File: src/rsc_pkg.sv
// package: constants and carrier types of the reset state controller
package rsc_pkg;

    localparam int unsigned PORT_W = 8;
    localparam int unsigned MC_N   = 8;

    // condition that the block is in
    typedef enum logic [1:0] {
        RSC_RUN,
        RSC_POR,
        RSC_WARM,
        RSC_PD
    } rsc_cond_e;

    // reset values of the software registers and the macrocells
    localparam logic [7:0] PMMR_RST  = 8'h00;
    localparam logic [7:0] OTHER_RST = 8'h00;
    localparam logic [7:0] MC_RST    = 8'h00;
    // memory mapping register: code-space sram bit and peripheral-mode bit
    localparam int unsigned MAP_SRCOD_BIT  = 0;
    localparam int unsigned MAP_PERIPH_BIT = 7;
    localparam logic [7:0]  MAP_CLR_MASK   = 8'h81;

    // configuration load time after power-on, in cycles
    localparam int unsigned CFG_LOAD_CYC = 16;
    localparam int unsigned CFG_CNT_W    = 5;

    // pin group: value out and output enable, per bit
    typedef struct packed {
        logic [PORT_W-1:0] dout;
        logic [PORT_W-1:0] oe;
    } rsc_pin_s;

    // software register write
    typedef struct packed {
        logic       pmmr_a_we;
        logic       pmmr_c_we;
        logic       map_we;
        logic       other_we;
        logic [7:0] wdata;
    } rsc_wr_s;

endpackage

File: src/rsc_top.sv
// file: reset, warm reset and power-down state control of the peripheral
`timescale 1ns/10ps

// Operation
// RL1: micro i/o pins turn to inputs in power-on and warm reset and hold still in power-down.
// RL2: pld outputs are valid in warm reset and only after config load in power-on reset.
// RL3: in power-down pld outputs follow pld inputs while address inputs are blocked.
// RL4: address-out pins float in power-on and warm reset and are undefined in power-down.
// RL5: the data port floats in power-on reset, warm reset and power-down.
// RL6: peripheral i/o pins float in power-on reset, warm reset and power-down.
// RL7: power-on clears macrocells; warm reset and power-down leave them to user equations.
// RL8: code-space sram and peripheral-mode bits clear on every power-on and warm reset.
// RL9: both power management registers clear only at power-up.
// RL10: the mapping register loads its configured value on resets and holds in power-down.
// RL11: all other registers clear on both resets and hold in power-down.
module rsc_top (
    input  wire logic                        mclk,
    input  wire logic                        srst,
    input  wire logic                        warm_rst,
    input  wire logic                        power_down_state,
    input  wire logic [7:0]                  map_cfg,
    input  wire rsc_pkg::rsc_wr_s            wr,
    input  wire rsc_pkg::rsc_pin_s           mcu_io_drv,
    input  wire rsc_pkg::rsc_pin_s           addr_drv,
    input  wire rsc_pkg::rsc_pin_s           data_drv,
    input  wire rsc_pkg::rsc_pin_s           periph_drv,
    input  wire logic [rsc_pkg::PORT_W-1:0]  pld_in,
    input  wire logic [rsc_pkg::PORT_W-1:0]  addr_in,
    input  wire logic                        mc_clk_en,
    input  wire logic [rsc_pkg::MC_N-1:0]    macrocell_reset_equation,
    input  wire logic [rsc_pkg::MC_N-1:0]    macrocell_preset_equation,
    output rsc_pkg::rsc_pin_s                mcu_io_pin,
    output rsc_pkg::rsc_pin_s                addr_pin,
    output rsc_pkg::rsc_pin_s                data_pin,
    output rsc_pkg::rsc_pin_s                periph_pin,
    output logic [rsc_pkg::PORT_W-1:0]       pld_out,
    output logic                             pld_out_valid,
    output logic [rsc_pkg::MC_N-1:0]         macrocell_q,
    output logic [7:0]                       power_mgmt_mode_reg_a,
    output logic [7:0]                       power_mgmt_mode_reg_c,
    output logic [7:0]                       memory_mapping_reg,
    output logic [7:0]                       other_reg
);

    rsc_pkg::rsc_cond_e              cond;
    logic [rsc_pkg::CFG_CNT_W-1:0]   cfg_cnt_q, cfg_cnt_d;
    logic                            cfg_done_q, cfg_done_d;
    logic [7:0]                      pmmr_a_d, pmmr_c_d, map_d, other_d;
    rsc_pkg::rsc_pin_s               mcu_d, addr_d, data_d, periph_d;
    logic [rsc_pkg::PORT_W-1:0]      pld_d;
    logic                            pld_v_d;
    logic [rsc_pkg::PORT_W-1:0]      addr_gate;

    // condition decode: power-on beats warm reset beats power-down
    always_comb begin
        if (srst) begin
            cond = rsc_pkg::RSC_POR;
        end else if (warm_rst) begin
            cond = rsc_pkg::RSC_WARM;
        end else if (power_down_state) begin
            cond = rsc_pkg::RSC_PD;
        end else begin
            cond = rsc_pkg::RSC_RUN;
        end
    end

    // configuration load counter, restarted by power-on reset
    always_comb begin
        cfg_cnt_d  = cfg_cnt_q;
        cfg_done_d = cfg_done_q;
        if (srst) begin
            cfg_cnt_d  = '0;
            cfg_done_d = 1'b0;
        end else if (!cfg_done_q) begin
            cfg_cnt_d  = cfg_cnt_q + 1'b1;
            cfg_done_d = (cfg_cnt_q == rsc_pkg::CFG_CNT_W'(rsc_pkg::CFG_LOAD_CYC - 1));
        end
    end

    always_ff @(posedge mclk) begin
        cfg_cnt_q  <= cfg_cnt_d;
        cfg_done_q <= cfg_done_d;
    end

    // software register next values
    always_comb begin
        pmmr_a_d = power_mgmt_mode_reg_a;
        pmmr_c_d = power_mgmt_mode_reg_c;
        map_d    = memory_mapping_reg;
        other_d  = other_reg;
        unique case (cond)
            rsc_pkg::RSC_POR, rsc_pkg::RSC_WARM: begin
                // RL9 clear at power-up
                if (cond == rsc_pkg::RSC_POR) begin
                    pmmr_a_d = rsc_pkg::PMMR_RST;
                    pmmr_c_d = rsc_pkg::PMMR_RST;
                end
                // RL10 RL8 load configured map
                map_d   = map_cfg & ~rsc_pkg::MAP_CLR_MASK;
                // RL11 clear other registers
                other_d = rsc_pkg::OTHER_RST;
            end
            rsc_pkg::RSC_PD: begin
                // RL11 hold in power-down
                other_d = other_reg;
            end
            rsc_pkg::RSC_RUN: begin
                if (wr.pmmr_a_we) pmmr_a_d = wr.wdata;
                if (wr.pmmr_c_we) pmmr_c_d = wr.wdata;
                if (wr.map_we) map_d = wr.wdata;
                if (wr.other_we) other_d = wr.wdata;
            end
        endcase
    end

    always_ff @(posedge mclk) begin
        power_mgmt_mode_reg_a <= pmmr_a_d;
        power_mgmt_mode_reg_c <= pmmr_c_d;
        memory_mapping_reg    <= map_d;
        other_reg             <= other_d;
    end

    // RL3 address blocked from pld in power-down
    assign addr_gate = (cond == rsc_pkg::RSC_PD) ? '0 : addr_in;

    // pin and pld next values per condition
    always_comb begin
        mcu_d    = mcu_io_drv;
        addr_d   = addr_drv;
        data_d   = data_drv;
        periph_d = periph_drv;
        pld_d    = pld_in ^ addr_gate;
        pld_v_d  = 1'b1;
        unique case (cond)
            rsc_pkg::RSC_POR, rsc_pkg::RSC_WARM: begin
                // RL1 micro i/o to inputs
                mcu_d.oe    = '0;
                // RL4 address out floats
                addr_d.oe   = '0;
                // RL5 data port floats
                data_d.oe   = '0;
                // RL6 peripheral i/o floats
                periph_d.oe = '0;
                // RL2 pld valid after config load
                pld_v_d     = (cond == rsc_pkg::RSC_WARM) && cfg_done_q;
            end
            rsc_pkg::RSC_PD: begin
                // RL1 micro i/o frozen
                mcu_d       = mcu_io_pin;
                // RL5 RL6 data and peripheral float
                data_d.oe   = '0;
                periph_d.oe = '0;
                // RL4 address level undefined, held
                addr_d      = addr_pin;
            end
            rsc_pkg::RSC_RUN: begin
                pld_v_d = cfg_done_q;
            end
        endcase
        if (!pld_v_d) begin
            pld_d = '0;
        end
    end

    always_ff @(posedge mclk) begin
        mcu_io_pin    <= mcu_d;
        addr_pin      <= addr_d;
        data_pin      <= data_d;
        periph_pin    <= periph_d;
        pld_out       <= pld_d;
        pld_out_valid <= pld_v_d;
    end

    // RL7 macrocell bank
    rsc_mcell u_mcell (
        .mclk   (mclk),
        .por    (srst),
        .clk_en (mc_clk_en),
        .d      (pld_in),
        .re_eq  (macrocell_reset_equation),
        .pr_eq  (macrocell_preset_equation),
        .q      (macrocell_q)
    );

    // RL5 data floats in any reset or power-down
    data_float_a: assert property (@(posedge mclk) //RL5
        (srst || warm_rst || power_down_state) |=> data_pin.oe == '0)
        else $error("data port driven in reset or power-down");

    // RL9 pmmr survives warm reset
    pmmr_keep_a: assert property (@(posedge mclk) disable iff (srst) //RL9
        warm_rst |=> $stable(power_mgmt_mode_reg_a) && $stable(power_mgmt_mode_reg_c))
        else $error("power management register changed by warm reset");

    // RL8 mapped bits cleared
    map_clear_a: assert property (@(posedge mclk) //RL8
        (srst || warm_rst) |=> memory_mapping_reg[rsc_pkg::MAP_SRCOD_BIT] == 1'b0
            && memory_mapping_reg[rsc_pkg::MAP_PERIPH_BIT] == 1'b0)
        else $error("mapping bits not cleared by reset");

    // RL7 power-on clears macrocells
    mc_por_a: assert property (@(posedge mclk) //RL7
        srst |=> macrocell_q == '0)
        else $error("macrocell not cleared by power-on");

    // RL1 micro pins frozen in power-down
    io_freeze_a: assert property (@(posedge mclk) disable iff (srst || warm_rst) //RL1
        power_down_state ##1 (power_down_state && !warm_rst && !srst) |=> $stable(mcu_io_pin))
        else $error("micro i/o changed in power-down");

    // RL2 pld not valid while power-on reset is held
    pld_load_a: assert property (@(posedge mclk) //RL2
        srst ##1 srst |=> !pld_out_valid)
        else $error("pld valid during power-on reset");

    // RL11 other registers cleared by resets
    other_clr_a: assert property (@(posedge mclk) //RL11
        (srst || warm_rst) |=> other_reg == '0)
        else $error("other register not cleared");

    // RL6 peripheral pins float
    periph_float_a: assert property (@(posedge mclk) //RL6
        (srst || warm_rst || power_down_state) |=> periph_pin.oe == '0)
        else $error("peripheral i/o driven in reset or power-down");

endmodule

File: src/rsc_mcell.sv
// file: output macrocell flip-flop bank with reset and preset equations
`timescale 1ns/10ps

module rsc_mcell (
    input  wire logic                      mclk,
    input  wire logic                      por,
    input  wire logic                      clk_en,
    input  wire logic [rsc_pkg::MC_N-1:0]  d,
    input  wire logic [rsc_pkg::MC_N-1:0]  re_eq,
    input  wire logic [rsc_pkg::MC_N-1:0]  pr_eq,
    output logic      [rsc_pkg::MC_N-1:0]  q
);

    logic [rsc_pkg::MC_N-1:0] q_d;

    // per-bit next state: power-on clears, else user equations, else data when clock-enabled, else hold
    genvar gi;
    generate
        for (gi = 0; gi < rsc_pkg::MC_N; gi++) begin : g_bit
            // RL7 macrocell reset priority
            always_comb begin
                if (por) begin
                    q_d[gi] = rsc_pkg::MC_RST[gi];
                end else if (re_eq[gi]) begin
                    q_d[gi] = 1'b0;
                end else if (pr_eq[gi]) begin
                    q_d[gi] = 1'b1;
                end else if (clk_en) begin
                    q_d[gi] = d[gi];
                end else begin
                    q_d[gi] = q[gi];
                end
            end
        end
    endgenerate

    // register the bank
    always_ff @(posedge mclk) begin
        q <= q_d;
    end

endmodule

File: config.mk
export PLATFORM = sky130hd
export DESIGN_NAME = rsc_top
export DESIGN_NICKNAME = d
export VERILOG_FILES = /design/src/rsc_pkg.sv /design/src/rsc_top.sv /design/src/rsc_mcell.sv
export SDC_FILE = /design/constraint.sdc
export NUM_CORES = 1
export LEC_CHECK = 0
export ABC_AREA = 1
export BUFFER_PORTS_ARGS = -buffer_cell sky130_fd_sc_hd__buf_2
export CORE_MARGIN = 2
export CORE_UTILIZATION = 47
export DETAILED_ROUTE_END_ITERATION = 10
export PLACE_DENSITY = 0.91
export SYNTH_ARGS = -nofsm -noshare
export SYNTH_HDL_FRONTEND = slang
export SYNTH_SLANG_ARGS = --single-unit
File: constraint.sdc
create_clock -name mclk -period 5.3 [get_ports mclk]
set_clock_uncertainty 0.2 [all_clocks]
set_input_delay 0.53 -clock mclk [delete_from_list [all_inputs] [get_ports mclk]]
set_output_delay 0.53 -clock mclk [all_outputs]
set_load 0.05 [all_outputs]
==> results.yml <==
place:
  numPortBuffers: 231
  place_hpwl_um: 7370
  placedCellCount: 663
  gp_congestion: 0.783
sta:
  slew_viol_final: 0
  hold_viol: 0
  post-route-min-period_ps: 2710
  setup_viol: 0
  rsz0062_at_grt: "false"
  tightest_slew_ps: 1270
  setup_tns_ps: 0
  relSlewSlack_pct: 14.8
  fin_crit_sh_pct: 51.1
  max_freq_mhz: 369
global_route:
  grtUsageMet2_pct: 43.5
  overflow: 0
  grt_max_degree: 41
  met1_usage_pct: 23.6
  antenna_found_initial: 0
  grt_usage_pct: 22.9
  grtUsageMet3_pct: 5.97
  grt_pass1_wl_um: 15600
  busiest_layer: "met2"
  grt_pass1_vias: 3277
clock_network:
  ctsResizeCount: 0
  cts.htree.levels: 4
  clock_latency_ps: 500
  clk_pin_slew_ps: 50
  cts_tree: "yes"
  root_buffer: "clkbuf_8"
  cts_sinks: 119
  cts_max_path_buffers: 2
  cts_buffers: 17
power:
  seq_power_share_pct: 40.4
  p_per_area_nw_per_um2: 437
  p_int_uw: 1880
  p_leak_uw: 0.00323
  p_sw_uw: 846
  clkPwrFrac_pct: 39.4
  ir_drop_uv: 265
  total_power_uw: 2720
  share_comb_of_total_power_pct: 20.2
  p_sw_share_pct: 31.1
worst_setup_path:
  endpoint: "power_mgmt_mode_reg_a[1]"
  worstSetupStartpoint: "srst"
  cp_slowest_cell: "nor3_1"
  cp_cell_sequence: "buf_2 -> a21oi_1 -> inv_1 -> ha_1 -> inv_4 -> nor2_1 -> nor3_1"
  cp_num_buf_inv: 3
  r2r_end: "cfg_cnt_q[4]"
  crit_family: "simple AND/OR/NAND/NOR gates"
  cp.depth: 7
  critPathCaptureType: "register"
  rrSetupSlack_ps: 3880
  worstPathArrival_ps: 2620
  path_class: "input pin to register"
  cp_data_required_time_ps: 5210
  worst_setup_path_start_kind: "input pin"
  reg2regPathDepth: 4
  crit_path_max_fanout: 12
  timing.rr.start: "cfg_cnt_q[0]"
  cpPeakStageDelay_ps: 960
die:
  rows: 33
  initial_utilization_pct: 48.8
  dieArea_um2: 9330
  die_w_um: 96.6
  boundaryPins: 234
  core-area_um2: 8260
  die_h_um: 96.6
finish:
  nFillCells: 526
  n_antenna_cell: 0
  finalNetCount: 743
  area_delta_synth_final_pct: 54.7
  drive_above_1_share_pct: 43.7
  instances_no_fill: 734
yosys:
  yosysWarnings: 0
  yosys.area.top_type: "edfxtp_1"
  synth_top_area_share_pct: 47.7
  yosysSeqAreaShare_pct: 75.1
  synth-main-ff-cell: "edfxtp_1"
  synth_cell_types: 21
  synth.avg_cell_area_um2: 12.1
  synth-edff-count: 64
  netlist_instances: 334
  ys_top_cells_by_count: "edfxtp_1 (64), nand2_1 (57), dfxtp_1 (55), inv_1 (51), nor2_1 (37)"
  synth_area_leaders: "edfxtp_1 (48%), dfxtp_1 (27%), nand2_1 (5.3%)"
  synth_area_um2: 4030
  synth-seq-cells: 119
  syn-num-nets: 461
  async_reset_ff_share_pct: 0
  synth_most_common_cell: "edfxtp_1"
flow_run:
  cap_violations: 0
hold_path:
  hold_path_class: "input pin to register"
routing:
  vias: 3384
  drc: 0
  wl_per_cell_um: 15.3
  first_pass_iters: 4
  drt-initial-drc-count: 121
  routed_wl_um: 11200
  postRouteAntennaNets: 0
  viasPerCell: 4.61
run_status:
  status: "finished, final reports clean"
==> area by class of cell <==
| cell class | instances | area, um2 | area share [%] |
|---|---|---|---|
| Multi-Input combinational cell | 153 | 752 | 12.1 |
| Sequential cell | 119 | 3020 | 48.5 |
| Timing Repair Buffer | 270 | 1550 | 24.8 |
| Inverter | 55 | 211 | 3.39 |
| Clock inverter | 11 | 96.3 | 1.55 |
| Clock buffer | 21 | 472 | 7.57 |
| Tap cell | 105 | 131 | 2.11 |
==> per-layer routing <==
metal | routed length [um] | up-vias
met5 | 0 | -
met4 | 163 | 0
met3 | 836 | 16
met2 | 6290 | 186
met1 | 3950 | 1559
li1 | - | 1623
==> cell usage in the layout (no fill, tap or decap), drive strengths merged <==
master         n
nand3          2
clkinv         7
dfxtp         55
edfxtp        64
or2            8
o21ai          4
inv           57
a21oi         21
ha             6
nor2          37
and3           1
bufinv         1
clkinvlp       1
buf          231
clkbuf        21
xor2           8
nand2         65
dlygate4sd3   39
nor3           1
==> per-stage QoR <==
| stage | utilization [%] | area, um2 | setup slack [ps] | hold slack, ps |
|---|---|---|---|---|
| 3_5_place_dp | 63.9 | 5270 | 2050 | 249 |
| 3_3_place_gp | 63.9 | 5270 | 2150 | 248 |
| 5_1_grt | 75.5 | 6230 | 2380 | 1.51 |
| 2_1_floorplan | - | 4030 | 2750 | 266 |
| 4_1_cts | 75.1 | 6200 | 2570 | 1.25 |
| 6_report | 75.5 | 6230 | 2590 | 21.7 |
==> power by group through the flow <==
stage	clock [uW]	sequential (uW)	combinational, uW
finish	1070	1100	549
floorplan	0	1420	69.0
global placement	0	1110	513
CTS	1080	1100	544
detailed placement	0	1120	522
global route	1140	1110	576
==> worst min-delay path: stages <==
cell and delay [ps]:
buf_2 80, nand2_1 40, inv_1 40
==> logic make-up (layout without fill, tap and decap cells) <==
| logic type | Yosys count | count (layout) | share of synthesized area (%) |
|---|---|---|---|
| DFF | 119 | 119 | 75.1 |
| and+or+nand+nor | 114 | 114 | 11.8 |
| buffers and inverters | 62 | 357 | 6.28 |
| AOI/OAI and AO/OA | 25 | 25 | 3.29 |
| xor gates and xnor gates | 8 | 8 | 1.74 |
| adders and majority gates | 6 | 6 | 1.86 |
==> worst min path at each step <==
stage | from | end | slack [ps] | cells after the start
detailed placement | u_mcell.q[1] | u_mcell.q[1] | 250 | 2
finish | periph_drv[6] | periph_pin[6] | 20 | 3
CTS | periph_drv[1] | periph_pin[1] | 1 | 3
global placement | u_mcell.q[5] | u_mcell.q[5] | 250 | 2
floorplan | cfg_cnt_q[3] | cfg_cnt_q[3] | 270 | 2
global route | data_drv[7] | data_pin[7] | 2 | 3
==> repair_timing <==
item / CTS / global route
setup buffers: 0 / 0
hold buffers: 36 / 3
endpoints found under the hold margin: 36 / 3
No activity file was read; power rests on OpenSTA's default activity.
